$ cat config.mk
export PLATFORM = sky130hd
export DESIGN_NAME = rcs_sequencer
export DESIGN_NICKNAME = d
export VERILOG_FILES = /design/src/include/rcs_pkg.sv /design/src/verilog/rcs_down_counter.sv /design/src/verilog/rcs_sequencer.sv /design/src/verilog/rcs_sync.sv
export VERILOG_INCLUDE_DIRS = /design/src /design/src/include
export SDC_FILE = /design/constraint.sdc
export NUM_CORES = 1
export LEC_CHECK = 0
export BUFFER_PORTS_ARGS = -buffer_cell sky130_fd_sc_hd__buf_2
export CAP_MARGIN = 40
export CORE_ASPECT_RATIO = 0.7
export CORE_MARGIN = 2
export CORE_UTILIZATION = 45
export CTS_BUF_LIST = sky130_fd_sc_hd__clkbuf_16
export DETAILED_ROUTE_END_ITERATION = 8
export PLACE_DENSITY = 0.66
export SLEW_MARGIN = 0
export SYNTH_ARGS = -nofsm -noshare
export SYNTH_HDL_FRONTEND = slang
export SYNTH_SLANG_ARGS = --single-unit
$ cat constraint.sdc
create_clock -name core_clk -period 3.91 [get_ports core_clk]
set_input_delay 0.5865 -clock core_clk [delete_from_list [all_inputs] [get_ports core_clk]]
set_output_delay 0.5865 -clock core_clk [all_outputs]
set_load 0.01 [all_outputs]
$ cat src/include/rcs_defines.svh
// Constants of the reset cause and status sequencer.
`ifndef RCS_DEFINES_SVH
`define RCS_DEFINES_SVH
`define RCS_CLK_MHZ        40
`define RCS_POWER_UP_DELAY_TIMER_TIME_US   72000
`define RCS_OST_CYCLES     1024
`define RCS_PC_W           13
`define RCS_DATA_W         8
`define RCS_ADDR_W         2
`define RCS_EV_W           4
`define RCS_SEEN_W         16
`define RCS_SYN_W          3
`define RCS_SYN_SUPPLY     0
`define RCS_SYN_PIN        1
`define RCS_SYN_WDT        2
`define RCS_SYN_INIT       3'h2
`define RCS_PC_RESET       13'h0000
`define RCS_PC_VECTOR      13'h0004
`define RCS_PC_STEP        13'h0001
`define RCS_ADDR_PRS       2'h0
`define RCS_ADDR_IRQ_STAT  2'h1
`define RCS_ADDR_IRQ_MASK  2'h2
`define RCS_ADDR_CORE_STAT 2'h3
`define RCS_PRS_BOR        0
`define RCS_PRS_POR        1
`define RCS_POR_FLAG_RST   1'b0
`define RCS_BOR_FLAG_RST   1'b1
`define RCS_CST_PD         0
`define RCS_CST_TO         1
`define RCS_CST_BOR        2
`define RCS_CST_POR        3
`define RCS_CST_RUN        4
`define RCS_EV_BOR         0
`define RCS_EV_EXT         1
`define RCS_EV_WDT         2
`define RCS_EV_WAKE        3
`define RCS_STI_POR_V      8'h18
`define RCS_STI_POR_K      8'h07
`define RCS_STI_EXT_RUN_V  8'h00
`define RCS_STI_EXT_RUN_K  8'h1f
`define RCS_STI_EXT_SLP_V  8'h10
`define RCS_STI_EXT_SLP_K  8'h07
`define RCS_STI_WDT_RST_V  8'h08
`define RCS_STI_WDT_RST_K  8'h07
`define RCS_STI_WDT_WAK_V  8'h00
`define RCS_STI_WAK_K      8'he7
`define RCS_STI_INT_WAK_V  8'h10
`endif

$ cat src/include/rcs_pkg.sv
// Types of the reset cause and status sequencer.
`include "rcs_defines.svh"
package rcs_pkg;
  typedef enum logic [1:0] {
    LOW_POWER_CRYSTAL_OSC,
    MEDIUM_CRYSTAL_OSC,
    HIGH_SPEED_CRYSTAL_OSC,
    RESISTOR_CAPACITOR_OSC
  } rcs_osc_t;
  typedef enum logic [2:0] {
    S_POWER_UP, S_BOR_HOLD, S_POWER_UP_DELAY_TIMER, S_OST, S_RELEASE, S_RUN, S_SLEEP
  } rcs_seq_t;
  typedef enum logic [1:0] {INIT_NONE, INIT_POWER_UP, INIT_RESET, INIT_WAKE} rcs_init_t;
  typedef struct packed {
    logic [`RCS_ADDR_W-1:0] addr;
    logic [`RCS_DATA_W-1:0] wdata;
    logic                   wr;
    logic                   rd;
  } rcs_bus_req_t;
  typedef struct packed {
    rcs_osc_t oscMode;
    logic     power_up_delay_enable_n;
    logic     brownoutEnable;
  } rcs_cfg_t;
  typedef struct packed {
    logic                 load;
    logic [`RCS_PC_W-1:0] value;
  } rcs_pc_load_t;
  typedef struct packed {
    logic                   load;
    logic [`RCS_DATA_W-1:0] value;
    logic [`RCS_DATA_W-1:0] keep;
  } rcs_status_init_t;
  typedef struct packed {
    rcs_seq_t               seq;
    logic                   porFlagN;
    logic                   brownout_flag_n;
    logic                   watchdog_expiry_flag_n;
    logic                   sleep_entry_flag_n;
    logic [`RCS_EV_W-1:0]   irqStatus;
    logic [`RCS_EV_W-1:0]   irqMask;
    logic [`RCS_DATA_W-1:0] rdata;
    rcs_pc_load_t           pcLoad;
    rcs_status_init_t       statusInit;
    rcs_init_t              initClass;
    logic [`RCS_PC_W-1:0]   resumePc;
    logic                   pinPrev;
    logic                   wdtPrev;
    logic [`RCS_SEEN_W-1:0] ostSeen;
  } rcs_main_state_t;
endpackage : rcs_pkg

$ cat src/verilog/rcs_down_counter.sv
// Loadable synchronous down-counter that flags expiry.
module rcs_down_counter #(
  parameter int W = 16
) (
  // Clock and reset.
  input  logic         core_clk,
  input  logic         rst_n,
  // Control.
  input  logic         load,
  input  logic [W-1:0] loadValue,
  input  logic         enable,
  // Expiry.
  output logic         expired
);
  import rcs_pkg::*;
  typedef struct packed {
    logic [W-1:0] count;
  } rcs_cnt_state_t;
  rcs_cnt_state_t st;
  rcs_cnt_state_t next_st;

  always_comb begin
    next_st = st;
    if (load) begin
      next_st.count = loadValue;
    end else if (enable && st.count != '0) begin
      next_st.count = st.count - 1'b1;
    end
  end

  always_ff @(posedge core_clk) begin
    if (!rst_n) begin
      st <= '0;
    end else begin
      st <= next_st;
    end
  end

  assign expired = st.count == '0;
endmodule : rcs_down_counter

$ cat src/verilog/rcs_sequencer.sv
// Reset cause recorder, start-up delay sequencer and its register port.
`include "rcs_defines.svh"

module rcs_sequencer #(
  parameter int POWER_UP_DELAY_TIMER_CYCLES = `RCS_POWER_UP_DELAY_TIMER_TIME_US * `RCS_CLK_MHZ,
  parameter int OST_CYCLES  = `RCS_OST_CYCLES
) (
  // Clock and power-on reset.
  input  logic                            core_clk,
  input  logic                            rst_n,
  // Register port.
  input  rcs_pkg::rcs_bus_req_t           busReq,
  output logic [`RCS_DATA_W-1:0]          busRdata,
  // Configuration word.
  input  rcs_pkg::rcs_cfg_t               cfg,
  // Reset sources, asynchronous.
  input  logic                            supplyBelowTrip,
  input  logic                            external_reset_pin_n,
  input  logic                            watchdogTimeout,
  // Processor core.
  input  logic                            sleepCmd,
  input  logic                            watchdogClear,
  input  logic                            global_irq_enable,
  input  logic                            irqFlagPending,
  input  logic [`RCS_PC_W-1:0]            pcCurrent,
  output logic                            coreResetN,
  output rcs_pkg::rcs_pc_load_t           pcLoad,
  output rcs_pkg::rcs_status_init_t       statusInit,
  output rcs_pkg::rcs_init_t              initClass,
  output logic                            watchdog_expiry_flag_n,
  output logic                            sleep_entry_flag_n,
  // Interrupt.
  output logic                            irqOut
);
  import rcs_pkg::*;

  localparam int POWER_UP_DELAY_TIMER_W = $clog2(POWER_UP_DELAY_TIMER_CYCLES + 1);
  localparam int OST_W  = $clog2(OST_CYCLES + 1);
  localparam logic [POWER_UP_DELAY_TIMER_W-1:0]      POWER_UP_DELAY_TIMER_LOAD = POWER_UP_DELAY_TIMER_W'(POWER_UP_DELAY_TIMER_CYCLES - 1);
  localparam logic [OST_W-1:0]       OST_LOAD  = OST_W'(OST_CYCLES - 1);
  localparam logic [`RCS_SEEN_W-1:0] OST_LAST  = `RCS_SEEN_W'(OST_CYCLES - 1);

  localparam rcs_main_state_t RST_STATE = '{
    seq:                    S_POWER_UP,
    porFlagN:               `RCS_POR_FLAG_RST,
    brownout_flag_n:        `RCS_BOR_FLAG_RST,
    watchdog_expiry_flag_n: 1'b1,
    sleep_entry_flag_n:     1'b1,
    irqStatus:              '0,
    irqMask:                '0,
    rdata:                  '0,
    pcLoad:                 '0,
    statusInit:             '{load: 1'b1, value: `RCS_STI_POR_V, keep: `RCS_STI_POR_K},
    initClass:              INIT_POWER_UP,
    resumePc:               `RCS_PC_RESET,
    pinPrev:                1'b1,
    wdtPrev:                1'b0,
    ostSeen:                '0
  };

  rcs_main_state_t        st;
  rcs_main_state_t        next_st;
  logic [`RCS_SYN_W-1:0]  syncIn;
  logic [`RCS_SYN_W-1:0]  syncOut;
  logic                   pwrtLoad;
  logic                   pwrtDone;
  logic                   ostLoad;
  logic                   ostDone;
  logic                   crystal;
  logic                   brownLow;
  logic                   pinHigh;
  logic                   wdtEvent;
  logic                   pinFall;
  logic [`RCS_EV_W-1:0]   evSet;
  logic [`RCS_EV_W-1:0]   irqClr;
  logic [`RCS_DATA_W-1:0] readValue;

  function automatic rcs_status_init_t statusLoad(input logic [`RCS_DATA_W-1:0] v,
                                                  input logic [`RCS_DATA_W-1:0] k);
    statusLoad = '{load: 1'b1, value: v, keep: k};
  endfunction : statusLoad

  // Reset-source levels cross into the core clock domain here.
  assign syncIn[`RCS_SYN_SUPPLY] = supplyBelowTrip;
  assign syncIn[`RCS_SYN_PIN]    = external_reset_pin_n;
  assign syncIn[`RCS_SYN_WDT]    = watchdogTimeout;

  rcs_sync #(
    .W    (`RCS_SYN_W),
    .INIT (`RCS_SYN_INIT)
  ) uSync (
    .core_clk (core_clk),
    .rst_n    (rst_n),
    .asyncIn  (syncIn),
    .syncOut  (syncOut)
  );

  rcs_down_counter #(
    .W (POWER_UP_DELAY_TIMER_W)
  ) uPowerUpDelay (
    .core_clk  (core_clk),
    .rst_n     (rst_n),
    .load      (pwrtLoad),
    .loadValue (POWER_UP_DELAY_TIMER_LOAD),
    .enable    (st.seq == S_POWER_UP_DELAY_TIMER),
    .expired   (pwrtDone)
  );

  rcs_down_counter #(
    .W (OST_W)
  ) uOscStartup (
    .core_clk  (core_clk),
    .rst_n     (rst_n),
    .load      (ostLoad),
    .loadValue (OST_LOAD),
    .enable    (st.seq == S_OST),
    .expired   (ostDone)
  );

  always_comb begin
    next_st   = st;
    pwrtLoad  = 1'b0;
    ostLoad   = 1'b0;
    evSet     = '0;
    readValue = '0;
    crystal   = cfg.oscMode != RESISTOR_CAPACITOR_OSC;
    brownLow  = cfg.brownoutEnable && syncOut[`RCS_SYN_SUPPLY];
    pinHigh   = syncOut[`RCS_SYN_PIN];
    wdtEvent  = syncOut[`RCS_SYN_WDT] && !st.wdtPrev;
    pinFall   = !pinHigh && st.pinPrev;
    next_st.pinPrev         = pinHigh;
    next_st.wdtPrev         = syncOut[`RCS_SYN_WDT];
    next_st.pcLoad.load     = 1'b0;
    next_st.statusInit.load = 1'b0;
    next_st.initClass       = INIT_NONE;
    next_st.ostSeen         = (st.seq == S_OST) ? st.ostSeen + 1'b1 : '0;

    // Software writes; hardware updates below take precedence.
    if (busReq.wr) begin
      case (busReq.addr)
        `RCS_ADDR_PRS: begin
          next_st.porFlagN        = busReq.wdata[`RCS_PRS_POR];
          next_st.brownout_flag_n = busReq.wdata[`RCS_PRS_BOR];
        end
        `RCS_ADDR_IRQ_MASK: begin
          next_st.irqMask = busReq.wdata[`RCS_EV_W-1:0];
        end
        default: begin
        end
      endcase
    end

    case (st.seq)
      S_POWER_UP: begin
        if (!cfg.power_up_delay_enable_n) begin
          pwrtLoad    = 1'b1;
          next_st.seq = S_POWER_UP_DELAY_TIMER;
        end else if (crystal) begin
          ostLoad     = 1'b1;
          next_st.seq = S_OST;
        end else begin
          next_st.seq = S_RELEASE;
        end
      end
      S_BOR_HOLD: begin
        if (!brownLow) begin
          pwrtLoad    = 1'b1;
          next_st.seq = S_POWER_UP_DELAY_TIMER;
        end
      end
      S_POWER_UP_DELAY_TIMER: begin
        if (pwrtDone && crystal) begin
          ostLoad     = 1'b1;
          next_st.seq = S_OST;
        end else if (pwrtDone) begin
          next_st.seq = S_RELEASE;
        end
      end
      S_OST: begin
        if (ostDone) begin
          next_st.seq = S_RELEASE;
        end
      end
      S_RELEASE: begin
        if (pinHigh) begin
          next_st.seq          = S_RUN;
          next_st.pcLoad.load  = 1'b1;
          next_st.pcLoad.value = st.resumePc;
        end
      end
      S_RUN: begin
        if (wdtEvent) begin
          next_st.watchdog_expiry_flag_n = 1'b0;
          next_st.sleep_entry_flag_n     = 1'b1;
          evSet[`RCS_EV_WDT]             = 1'b1;
          next_st.initClass              = INIT_RESET;
          next_st.statusInit = statusLoad(`RCS_STI_WDT_RST_V, `RCS_STI_WDT_RST_K);
          next_st.resumePc   = `RCS_PC_RESET;
          next_st.seq        = S_RELEASE;
        end else if (pinFall) begin
          evSet[`RCS_EV_EXT] = 1'b1;
          next_st.initClass  = INIT_RESET;
          next_st.statusInit = statusLoad(`RCS_STI_EXT_RUN_V, `RCS_STI_EXT_RUN_K);
          next_st.resumePc   = `RCS_PC_RESET;
          next_st.seq        = S_RELEASE;
        end else if (sleepCmd) begin
          next_st.watchdog_expiry_flag_n = 1'b1;
          next_st.sleep_entry_flag_n     = 1'b0;
          next_st.seq                    = S_SLEEP;
        end else if (watchdogClear) begin
          next_st.watchdog_expiry_flag_n = 1'b1;
          next_st.sleep_entry_flag_n     = 1'b1;
        end
      end
      S_SLEEP: begin
        if (pinFall) begin
          next_st.watchdog_expiry_flag_n = 1'b1;
          next_st.sleep_entry_flag_n     = 1'b0;
          evSet[`RCS_EV_EXT]             = 1'b1;
          next_st.initClass              = INIT_RESET;
          next_st.statusInit = statusLoad(`RCS_STI_EXT_SLP_V, `RCS_STI_EXT_SLP_K);
          next_st.resumePc   = `RCS_PC_RESET;
          next_st.seq        = S_RELEASE;
        end else if (wdtEvent || irqFlagPending) begin
          next_st.watchdog_expiry_flag_n = !wdtEvent;
          next_st.sleep_entry_flag_n     = 1'b0;
          evSet[`RCS_EV_WAKE]            = 1'b1;
          next_st.initClass              = INIT_WAKE;
          next_st.statusInit = wdtEvent ? statusLoad(`RCS_STI_WDT_WAK_V, `RCS_STI_WAK_K)
                                        : statusLoad(`RCS_STI_INT_WAK_V, `RCS_STI_WAK_K);
          if (!wdtEvent && global_irq_enable) begin
            next_st.resumePc = `RCS_PC_VECTOR;
          end else begin
            next_st.resumePc = pcCurrent + `RCS_PC_STEP;
          end
          ostLoad     = crystal;
          next_st.seq = crystal ? S_OST : S_RELEASE;
        end
      end
      default: begin
        next_st.seq = S_POWER_UP;
      end
    endcase

    // A brown-out overrides every sequence step except S_POWER_UP and S_BOR_HOLD, including the power-up delay.
    if (brownLow && st.seq != S_BOR_HOLD && st.seq != S_POWER_UP) begin
      next_st.seq                    = S_BOR_HOLD;
      next_st.brownout_flag_n        = 1'b0;
      next_st.watchdog_expiry_flag_n = 1'b1;
      next_st.sleep_entry_flag_n     = 1'b1;
      next_st.pcLoad.load            = 1'b0;
      next_st.initClass              = INIT_POWER_UP;
      next_st.statusInit = statusLoad(`RCS_STI_POR_V, `RCS_STI_POR_K);
      next_st.resumePc   = `RCS_PC_RESET;
      evSet              = '0;
      evSet[`RCS_EV_BOR] = 1'b1;
      pwrtLoad           = 1'b0;
      ostLoad            = 1'b0;
    end

    // Sticky event bits: a new event wins over a write-one clear.
    irqClr = (busReq.wr && busReq.addr == `RCS_ADDR_IRQ_STAT) ? busReq.wdata[`RCS_EV_W-1:0] : '0;
    next_st.irqStatus = (st.irqStatus & ~irqClr) | evSet;

    case (busReq.addr)
      `RCS_ADDR_PRS: begin
        readValue[`RCS_PRS_POR] = st.porFlagN;
        readValue[`RCS_PRS_BOR] = st.brownout_flag_n;
      end
      `RCS_ADDR_IRQ_STAT: begin
        readValue[`RCS_EV_W-1:0] = st.irqStatus;
      end
      `RCS_ADDR_IRQ_MASK: begin
        readValue[`RCS_EV_W-1:0] = st.irqMask;
      end
      `RCS_ADDR_CORE_STAT: begin
        readValue[`RCS_CST_POR] = st.porFlagN;
        readValue[`RCS_CST_BOR] = st.brownout_flag_n;
        readValue[`RCS_CST_TO]  = st.watchdog_expiry_flag_n;
        readValue[`RCS_CST_PD]  = st.sleep_entry_flag_n;
        readValue[`RCS_CST_RUN] = st.seq == S_RUN;
      end
      default: begin
        readValue = '0;
      end
    endcase
    next_st.rdata = busReq.rd ? readValue : '0;
  end

  always_ff @(posedge core_clk) begin
    if (!rst_n) begin
      st <= RST_STATE;
    end else begin
      st <= next_st;
    end
  end

  assign busRdata               = st.rdata;
  assign coreResetN             = st.seq == S_RUN || st.seq == S_SLEEP;
  assign pcLoad                 = st.pcLoad;
  assign statusInit             = st.statusInit;
  assign initClass              = st.initClass;
  assign watchdog_expiry_flag_n = st.watchdog_expiry_flag_n;
  assign sleep_entry_flag_n     = st.sleep_entry_flag_n;
  assign irqOut                 = |(st.irqStatus & st.irqMask);
endmodule : rcs_sequencer

$ cat src/verilog/rcs_sync.sv
// Two-stage synchroniser for asynchronous reset-source levels.
module rcs_sync #(
  parameter int           W    = 1,
  parameter logic [W-1:0] INIT = '0
) (
  // Clock and reset.
  input  logic         core_clk,
  input  logic         rst_n,
  // Levels.
  input  logic [W-1:0] asyncIn,
  output logic [W-1:0] syncOut
);
  import rcs_pkg::*;
  typedef struct packed {
    logic [W-1:0] meta;
    logic [W-1:0] stable;
  } rcs_sync_state_t;
  rcs_sync_state_t st;
  rcs_sync_state_t next_st;

  always_comb begin
    next_st.meta   = asyncIn;
    next_st.stable = st.meta;
  end

  always_ff @(posedge core_clk) begin
    if (!rst_n) begin
      st <= '{meta: INIT, stable: INIT};
    end else begin
      st <= next_st;
    end
  end

  assign syncOut = st.stable;
endmodule : rcs_sync
==> impl_metrics.json, run 1 <==
{
  "setup_tns_ns": 0,
  "overflow": 0,
  "cts_buffers": 9,
  "worstPathMaxFanout": 17,
  "synthCells": 562,
  "initial_core_util_pct": 45.96,
  "io_buffers": 69,
  "drt-initial-drc-count": 215,
  "num_rows": 31,
  "finalMaxSlewViolations": 0,
  "viasPerCell": 5.643,
  "relSlewSlack_pct": 38.98,
  "leakagePower_uw": 0.002069,
  "cp-end-kind": "register",
  "ctsRootBufferMaster": "clkbuf_16",
  "cts_buffer_depth": 2,
  "core_um2": 10280,
  "start_kind": "register",
  "skew_ns": 0.007559,
  "seq_area_um2": 1922,
  "cts_sinks": 96,
  "yosysTopAreaCellShare_pct": 40.68,
  "fillers": 975,
  "finalHoldViolCount": 0,
  "postSynthAreaPerCell_um2": 8.407,
  "cts_setup_buffers": 0,
  "ios": 83,
  "finalCritPeriodShare_pct": 73.57,
  "grt_max_degree": 49,
  "diodes": 0,
  "grt_use_total_pct": 19.58,
  "path_clk_slew_ns": 0.07,
  "firstDrtPassIters": 7,
  "max_freq_ghz": 0.3477,
  "synth_seq_cells": 96,
  "wl_um": 10880,
  "syn_area_um2": 4725,
  "clk_latency_ns": 0.35,
  "ir_drop_v": 0.0003051,
  "path_class": "reg -> reg",
  "routabilityCongestion": 0.8487,
  "cts.hold.buffers_added": 0,
  "antenna_found_initial": 0,
  "die_h_um": 89.73,
  "first_global_vias": 3786,
  "worstHoldPathType": "reg -> reg",
  "synthFlopType": "dfxtp_1",
  "tightest_slew_ns": 0.9153,
  "synth_top_cell_by_area": "dfxtp_1",
  "ys_seq_area_share_pct": 40.68,
  "outcome": "completed",
  "h-tree-depth": 3,
  "synthToLayoutAreaGrowth_pct": 10.17,
  "synth.area.top_cells": "dfxtp_1 41%, buf_4 6.5%, nand2_1 5.8%",
  "ys_warn_count": 0,
  "multi_input_area_um2": 2375,
  "synth-edff-count": 0,
  "crit_arrival_ns": 3.15,
  "route.detailed.drc": 0,
  "vias": 4080,
  "min_period_ns": 2.876,
  "whs_ns": 0.4129,
  "required_ns": 4.18,
  "drive_gt1_share_pct": 17.09,
  "wl_per_cell_um": 15.05,
  "cts_tree": "yes",
  "async_flop_share_pct": 0,
  "dp_hpwl_um": 7811,
  "nets": 629,
  "setup-violations-final": 0,
  "ant_nets": 0,
  "yosysUniqueCellTypes": 62,
  "grt_pass1_wl_um": 18330,
  "post_cts_resized": 0,
  "rsz0062_at_grt": "no",
  "cellPowerDensity_nw_per_um2": 605.1,
  "cap_violations": 0,
  "die_x_um": 126.5,
  "die_area_um2": 11350
}
-- through the flow --
step / utilization, % / setup WS (ns) / area, um^2 / power [uW] / cells
after floorplan: - / 1.439 / 4755 / 1996 / 570
after global placement: 47.46 / 1.213 / 4878 / 2171 / 707
after detailed placement: 47.54 / 1.117 / 4886 / 2206 / 708
after CTS: 50.64 / 1.090 / 5205 / 3157 / 723
after global routing: 50.64 / 0.8492 / 5205 / 3346 / 723
final: 50.64 / 1.034 / 5205 / 3150 / 723
-- sequential cells by signal, indices dropped and copies added, names as in the netlist, 3 cells and up --
register          count
busRdata              5
pcLoad               14
st                   28
statusInit            6
uOscStartup.st       11
uPowerUpDelay.st     22
uSync.next_st         3
uSync.syncOut         3
-- layout by cell type, fill, tap and decap left out, drive strengths merged, types with 10 or more instances in the layout --
master,n
a21oi,49
a31oi,11
buf,73
dfxtp,96
inv,14
nand2,73
nand3,12
nor2,34
nor3,10
nor4,11
o21ai,22
xor2,22
-- worst max-delay path: stages, from the launching register on --
cell	delay, ns
dfxtp_1	0.63
or3b_1	0.51
or4_1	0.49
a311o_1	0.49
or4_1	0.51
a31oi_1	0.16
-- power breakdown --
part	internal (uW)	total [uW]	switching, uW
clock network	561	945	384
registers	1130	1310	183
logic	356	895	538
-- per-layer routing --
layer,vias up,wire length (um),global-route usage (%)
met5,-,0,0
met4,0,144,5.678
met1,1939,5406,28.44
li1,1993,-,-
met3,18,762,4.762
met2,130,4569,28.79
-- final cells by class --
class                   count  share of cell area, %
repair buffers             73                  7.212
clock inverters             6                  1.803
well taps                 132                  3.173
clock buffers               9                  4.327
flip-flops and latches     96                  36.92
multi-input cells         394                  45.63
inverters                  13                 0.9375
-- synth_stat cells (all sizes together), types with 10 or more instances --
| cell type | instances |
|---|---|
| dfxtp | 96 |
| nand2 | 73 |
| a21oi | 49 |
| buf | 45 |
| nor2 | 34 |
| clkbuf | 22 |
| o21ai | 22 |
| xor2 | 22 |
| inv | 13 |
| nand3 | 12 |
| a31oi | 11 |
| nor4 | 11 |
| nor3 | 10 |
-- path summary, 6_finish.rpt --
kind	endpoint	cells past startpoint	slack, ns	start
max	uPowerUpDelay.st[13]$_SDFFE_PN0P_	5	1.03	st[85]$_SDFFE_PP0P_
min	uSync.syncOut[1]$_SDFF_PN1_	1	0.41	uSync.next_st[1]$_SDFF_PN1_
max reg2reg	uPowerUpDelay.st[13]$_SDFFE_PN0P_	5	1.03	st[85]$_SDFFE_PP0P_
min reg2reg	uSync.syncOut[1]$_SDFF_PN1_	1	0.41	uSync.next_st[1]$_SDFF_PN1_
-- cells by family (layout without fill, tap and decap cells) --
kind of cell	after synthesis	after routing	share of synthesized area, %
compound gates	128	128	17.06
mux	12	12	3.151
simple gates	216	216	23.65
other cells	1	9	0.07937
buf+inv	80	101	9.693
flops	96	96	40.68
xor+xnor	25	25	4.635
fa+ha+maj	4	4	1.059
No activity file was read; power rests on OpenSTA's default activity.
==> run 2: changes to the inputs <==
--- a/config.mk
+++ b/config.mk
@@ -6,6 +6,7 @@
 export SDC_FILE = /design/constraint.sdc
 export NUM_CORES = 1
 export LEC_CHECK = 0
+export ABC_AREA = 1
 export BUFFER_PORTS_ARGS = -buffer_cell sky130_fd_sc_hd__buf_2
 export CAP_MARGIN = 40
 export CORE_ASPECT_RATIO = 0.7
==> constraint.sdc (replaced) <==
create_clock -name core_clk -period 2.7 [get_ports core_clk]
set_input_delay 0.405 -clock core_clk [delete_from_list [all_inputs] [get_ports core_clk]]
set_output_delay 0.405 -clock core_clk [all_outputs]
set_load 0.01 [all_outputs]
==> impl_metrics.json, run 2 <==
{
  "outcome": "completed",
  "rsz0062_at_grt": "no",
  "antenna_found_initial": 0,
  "die_x_um": 133.9,
  "post_dp_cell_area_um2": 5503,
  "finalHoldViolCount": 0,
  "fillers": 1134,
  "power.total_uw": 5326,
  "cts_sinks": 96,
  "worstHoldEndpoint": "uSync.next_st[1]$_SDFF_PN1_",
  "required_ns": 2.96,
  "ir_drop_v": 0.0004109,
  "first_global_vias": 4260,
  "final_area_um2": 5756,
  "synth_most_common_cell": "nand2_1",
  "grt_pass1_wl_um": 19840,
  "io_buffers": 69,
  "num_rows": 33,
  "postSynthAreaPerCell_um2": 7.264,
  "synth-edff-count": 0,
  "routabilityCongestion": 0.9201,
  "rr_worst_depth": 10,
  "largest_register_ffs": 28,
  "final_common_cell": "nand2_1",
  "reg2reg_setup_slack_ns": 0.61,
  "ctsRootBufferMaster": "clkbuf_16",
  "max_freq_ghz": 0.4790,
  "hold_path_startpoint": "external_reset_pin_n",
  "synthCells": 732,
  "h-tree-depth": 3,
  "fin_util_pct": 49.61,
  "min_path_cells": 2,
  "grt_max_degree": 44,
  "drive_gt1_share_pct": 20.49,
  "ys_seq_area_share_pct": 36.14,
  "viasPerCell": 4.973,
  "final_cell_mix": "146 x nand2_1, 96 x dfxtp_1, 91 x nor2_1",
  "nets": 809,
  "synth.area.top_cells": "dfxtp_1 36%, nand2_1 10%, nor2_1 6.4%",
  "worstPathMaxFanout": 18,
  "synth_seq_cells": 96,
  "die_h_um": 94.95,
  "tightest_slew_ns": 0.5063,
  "cts_tree": "yes",
  "cap_violations": 0,
  "path_class": "reg -> reg",
  "ant_nets": 0,
  "core_um2": 11600,
  "wl_per_cell_um": 12.74,
  "ys_warn_count": 0,
  "synth_common_cells": "146 x nand2_1, 96 x dfxtp_1, 91 x nor2_1, 64 x inv_1, 59 x nand3_1",
  "synthFlopType": "dfxtp_1",
  "skew_ns": 0.005189,
  "crit_arrival_ns": 2.35,
  "overflow": 0,
  "yosysTopAreaCellShare_pct": 36.14,
  "cts_buffer_depth": 2,
  "finalMaxSlewViolations": 0,
  "syn_area_um2": 5318,
  "drt-initial-drc-count": 284,
  "synth_top_cell_by_area": "dfxtp_1",
  "min_period_ns": 2.088,
  "post_cts_resized": 0,
  "diodes": 0,
  "clk_latency_ns": 0.34,
  "cts_setup_buffers": 0,
  "dp_hpwl_um": 8840,
  "yosysUniqueCellTypes": 51,
  "cellPowerDensity_nw_per_um2": 925.3,
  "cts.hold.buffers_added": 0,
  "setup_tns_ns": 0,
  "finalCritPeriodShare_pct": 77.32,
  "path_clk_slew_ns": 0.06,
  "leakagePower_uw": 0.002648,
  "ios": 83,
  "setup-violations-final": 0,
  "route.detailed.drc": 0,
  "cts_buffers": 9,
  "reg2reg_to": "uPowerUpDelay.st[16]$_SDFFE_PN0P_",
  "die_area_um2": 12720,
  "start_kind": "register",
  "relSlewSlack_pct": 66.17,
  "initial_core_util_pct": 45.83,
  "async_flop_share_pct": 0,
  "cp-end-kind": "register",
  "grt_use_total_pct": 19.38,
  "firstDrtPassIters": 4,
  "synthToLayoutAreaGrowth_pct": 8.235,
  "regToRegStartpoint": "uPowerUpDelay.st[0]$_SDFFE_PN0P_",
  "wl_um": 11820,
  "vias": 4615,
  "worstHoldPathType": "in -> reg",
  "top_register": "st"
}
run 2: changes by cell type after synthesis, sizes merged, moves of 6 or more:
cell | before | now
inv | 13 | 77
buf | 45 | 51
nand3 | 12 | 63
and2 | 9 | 0
clkbuf | 22 | 6
nor2b | 6 | 0
a31oi | 11 | 3
nand2b | 9 | 0
mux2i | 7 | 0
nor2 | 34 | 102
or4 | 8 | 0
nor4 | 11 | 0
o21ai | 22 | 30
nand2 | 73 | 173
run 2: critical path, stage by stage, from the launching register on:
cell	delay, ns
dfxtp_1	0.34
inv_1	0.15
ha_1	0.27
nand2_1	0.17
nor2_4	0.17
nand3_2	0.11
nand2_4	0.23
inv_4	0.15
nor2_8	0.19
nand2_1	0.07
a21oi_1	0.16
run 2: kinds of logic (layout without fill, tap and decap cells):
logic type | Yosys count | after routing | synth area share [%]
AOI/OAI and AO/OA | 107 | 107 | 12.31
other | 1 | 9 | 0.07052
xor gates and xnor gates | 23 | 23 | 3.788
and+or+nand+nor | 362 | 362 | 32.85
buffers and inverters | 139 | 170 | 13.91
adders and majority gates | 4 | 4 | 0.9412
DFF | 96 | 96 | 36.14
run 2: worst max-delay path by stage:
stage	start	cells past startpoint	end	slack, ns
after CTS	uPowerUpDelay.st[0]$_SDFFE_PN0P_	10	uPowerUpDelay.st[16]$_SDFFE_PN0P_	0.60
after detailed placement	uPowerUpDelay.st[0]$_SDFFE_PN0P_	12	uPowerUpDelay.st[19]$_SDFFE_PN0P_	0.63
after floorplan	uPowerUpDelay.st[0]$_SDFFE_PN0P_	12	uPowerUpDelay.st[19]$_SDFFE_PN0P_	1.05
after global routing	uPowerUpDelay.st[0]$_SDFFE_PN0P_	12	uPowerUpDelay.st[19]$_SDFFE_PN0P_	0.38
after global placement	uPowerUpDelay.st[0]$_SDFFE_PN0P_	12	uPowerUpDelay.st[19]$_SDFFE_PN0P_	0.64
final	uPowerUpDelay.st[0]$_SDFFE_PN0P_	10	uPowerUpDelay.st[16]$_SDFFE_PN0P_	0.61
run 2: through the flow:
step,instances,hold WS (ns),setup WS (ns)
CTS,928,0.2404,0.6026
global route,928,0.2606,0.3805
detailed placement,913,0.4055,0.6328
finish,928,0.2513,0.6123
floorplan,740,0.3905,1.052
global placement,913,0.3961,0.6373
run 2: power by group:
part	internal (uW)	switching (uW)	leakage, uW	total, uW
clock	605	524	0.000123	1130
combinational	767	1540	0.00174	2310
sequential	1660	231	0.000785	1890
total	3030	2300	0.00265	5330
run 2: area by class of cell:
type                       count  area (um^2)  area share, %
sequential                    96         1922          33.39
clock inverter                 6        27.53         0.4783
tap                          157        196.4          3.413
inverter                      82        322.8          5.609
clock buffer                   9        225.2          3.913
multi-input combinational    505         2686          46.67
timing repair buffer          73        375.4          6.522
run 2: metal layers:
layer | part of all wire (%) | GRT usage (%) | up-vias
li1 | - | - | 2375
met3 | 4.8 | 4.079 | 8
met5 | 0 | 0 | -
met1 | 50 | 26.88 | 2121
met4 | 0.78 | 4.787 | 0
met2 | 44 | 30.85 | 111
==> run 3: changes to the inputs <==
--- a/config.mk
+++ b/config.mk
@@ -14,7 +14,7 @@
 export CORE_UTILIZATION = 45
 export CTS_BUF_LIST = sky130_fd_sc_hd__clkbuf_16
 export DETAILED_ROUTE_END_ITERATION = 8
-export PLACE_DENSITY = 0.66
+export PLACE_DENSITY = 0.68
 export SLEW_MARGIN = 0
 export SYNTH_ARGS = -nofsm -noshare
 export SYNTH_HDL_FRONTEND = slang
==> constraint.sdc (replaced) <==
create_clock -name core_clk -period 1.7 [get_ports core_clk]
set_input_delay 0.255 -clock core_clk [delete_from_list [all_inputs] [get_ports core_clk]]
set_output_delay 0.255 -clock core_clk [all_outputs]
set_load 0.01 [all_outputs]
==> impl_metrics.json, run 3 (synthesis results as in run 2) <==
{
  "outcome": "completed",
  "max_stage_delay_ns": 0.35,
  "cts_sinks": 96,
  "cts_tree": "yes",
  "largest_register_ffs": 28,
  "final_cell_mix": "141 x nand2_1, 93 x dfxtp_1, 83 x nor2_1",
  "crit_arrival_ns": 1.87,
  "ios": 83,
  "vias": 4770,
  "firstDrtPassIters": 5,
  "path_clk_slew_ns": 0.07,
  "worstPathMaxFanout": 4,
  "min_period_ns": 1.632,
  "synthToLayoutAreaGrowth_pct": 15.44,
  "first_global_vias": 4339,
  "io_buffers": 69,
  "reg2reg_setup_slack_ns": 0.07,
  "relSlewSlack_pct": 66.59,
  "finalHoldViolCount": 0,
  "clk_latency_ns": 0.35,
  "cap_violations": 0,
  "tightest_slew_ns": 0.4999,
  "diodes": 0,
  "h-tree-depth": 3,
  "crit_top_cell": "nor2_1",
  "antenna_found_initial": 0,
  "switching_share_pct": 42.91,
  "min_path_cells": 2,
  "ctsRootBufferMaster": "clkbuf_16",
  "routabilityCongestion": 0.9478,
  "slowest_stage": "dfxtp_1",
  "die_h_um": 94.95,
  "post_dp_cell_area_um2": 5700,
  "power_frac_comb_pct": 48.1,
  "path_depth": 8,
  "num_rows": 33,
  "start_kind": "register",
  "cp_cell_sequence": "nor2_1 -> nand2_1 -> nor2_1 -> inv_1 -> nor2_2 -> nand3b_1 -> o21ai_0 -> nor2_1",
  "cts_buffer_depth": 2,
  "rsz0062_at_grt": "yes",
  "initial_core_util_pct": 45.83,
  "cpLargestDelayFamily": "simple AND/OR/NAND/NOR gates",
  "reg2reg_to": "uPowerUpDelay.st[11]$_SDFFE_PP0P_",
  "route.detailed.drc": 0,
  "power_frac_seq_pct": 31.9,
  "nets": 843,
  "final_area_um2": 6138,
  "grt_use_total_pct": 19.83,
  "required_ns": 1.94,
  "die_area_um2": 12720,
  "ir_drop_v": 0.0007097,
  "final_common_cell": "nand2_1",
  "setup-violations-final": 0,
  "regToRegStartpoint": "uPowerUpDelay.st[3]$_SDFFE_PN0P_",
  "core_um2": 11600,
  "top_register": "st",
  "skew_ns": 0.007631,
  "cts_buffers": 9,
  "met2WireLength_um": 5550,
  "switchingPower_uw": 4012,
  "dp_hpwl_um": 9418,
  "path_class": "reg -> reg",
  "ant_nets": 0,
  "drt-initial-drc-count": 253,
  "grt_max_degree": 44,
  "viasPerCell": 4.953,
  "wirelength_met1_um": 6225,
  "p_int_uw": 5338,
  "max_freq_ghz": 0.6129,
  "overflow": 0,
  "crit_start": "uPowerUpDelay.st[3]$_SDFFE_PN0P_",
  "worstHoldPathType": "in -> reg",
  "crit_buf_inv": 1,
  "wl_um": 12540,
  "drive_gt1_share_pct": 26.80,
  "clock_power_share_pct": 20.0,
  "grt_pass1_wl_um": 20200,
  "wl_per_cell_um": 13.02,
  "final_cells": 963,
  "finalMaxSlewViolations": 0,
  "leakagePower_uw": 0.002845,
  "finalCritPeriodShare_pct": 95.98,
  "die_x_um": 133.9,
  "critPathCapture": "uPowerUpDelay.st[11]$_SDFFE_PP0P_",
  "route.met3.wl_um": 646,
  "cellPowerDensity_nw_per_um2": 1523,
  "cts.hold.buffers_added": 0,
  "dpl.cell_count": 936,
  "rr_worst_depth": 8,
  "cp-end-kind": "register",
  "highest_layer": "met4"
}
-- run 3: cell count changes in the layout (fill, tap and decap cells not counted), sizes merged --
| cell | delta |
|---|---|
| clkinv | -3 |
| clkinvlp | +2 |
| buf | +33 |
| nor2 | +1 |
| inv | +2 |
-- run 3: stage by stage --
| step | util [%] | total power [uW] | hold WS [ns] | worst slack [ns] | setup TNS [ns] |
|---|---|---|---|---|---|
| 3_5_place_dp | 49.13 | 7072 | 0.4085 | -0.005137 | -0.005302 |
| 5_1_grt | 52.91 | 10020 | 0.08461 | -0.01773 | -0.08047 |
| 2_1_floorplan | - | 6022 | 0.3526 | 0.05154 | 0 |
| 4_1_cts | 51.58 | 9004 | 0.08000 | 0.01512 | 0 |
| 6_report | 52.91 | 9351 | 0.08939 | 0.06830 | 0 |
| 3_3_place_gp | 49.13 | 6955 | 0.3957 | 0.06538 | 0 |
-- run 3: repair_timing --
item                                    CTS  global route
pin swaps                                 0            14
gates resized for setup                   4            23
cloned                                    0             1
endpoints found under the hold margin     0             0
endpoints found under the setup margin    4            38
buffers inserted                          0            10
-- run 3: layer usage --
| layer | GRT usage, % | up-vias |
|---|---|---|
| met5 | 0 | - |
| met4 | 5.142 | 0 |
| met3 | 3.918 | 13 |
| met2 | 31.37 | 115 |
| met1 | 27.73 | 2189 |
| li1 | - | 2453 |
-- run 3: worst min-delay path by stage --
stage / to / from
after floorplan: uSync.next_st[0]$_SDFF_PN0_ / supplyBelowTrip
after global placement: uSync.syncOut[0]$_SDFF_PN0_ / uSync.next_st[0]$_SDFF_PN0_
after detailed placement: uSync.syncOut[0]$_SDFF_PN0_ / uSync.next_st[0]$_SDFF_PN0_
after CTS: uSync.next_st[1]$_SDFF_PN1_ / external_reset_pin_n
after global routing: uSync.next_st[1]$_SDFF_PN1_ / external_reset_pin_n
final: uSync.next_st[1]$_SDFF_PN1_ / external_reset_pin_n
-- run 3: layout make-up --
type	count	area, um^2
Clock inverter	7	48.80
Timing Repair Buffer	106	664.4
Fill cell	1122	5464
Inverter	82	330.3
Sequential cell	96	1931
Clock buffer	9	225.2
Multi-Input combinational cell	506	2743
Tap cell	157	196.4
-- run 3: worst reg2reg max path, stage by stage (launching register included) --
cell and delay [ns]:
dfxtp_1 0.35, nor2_1 0.19, nand2_1 0.14, nor2_1 0.23, inv_1 0.09, nor2_2 0.19, nand3b_1 0.12, o21ai_0 0.16
nor2_1 0.06
-- run 3: power by group through the flow --
stage	logic, uW	clock network (uW)	registers, uW
detailed placement	4080	0	2990
CTS	4120	1930	2950
floorplan	3070	0	2950
global route	4970	2020	3030
finish	4500	1870	2980
global placement	3970	0	2980
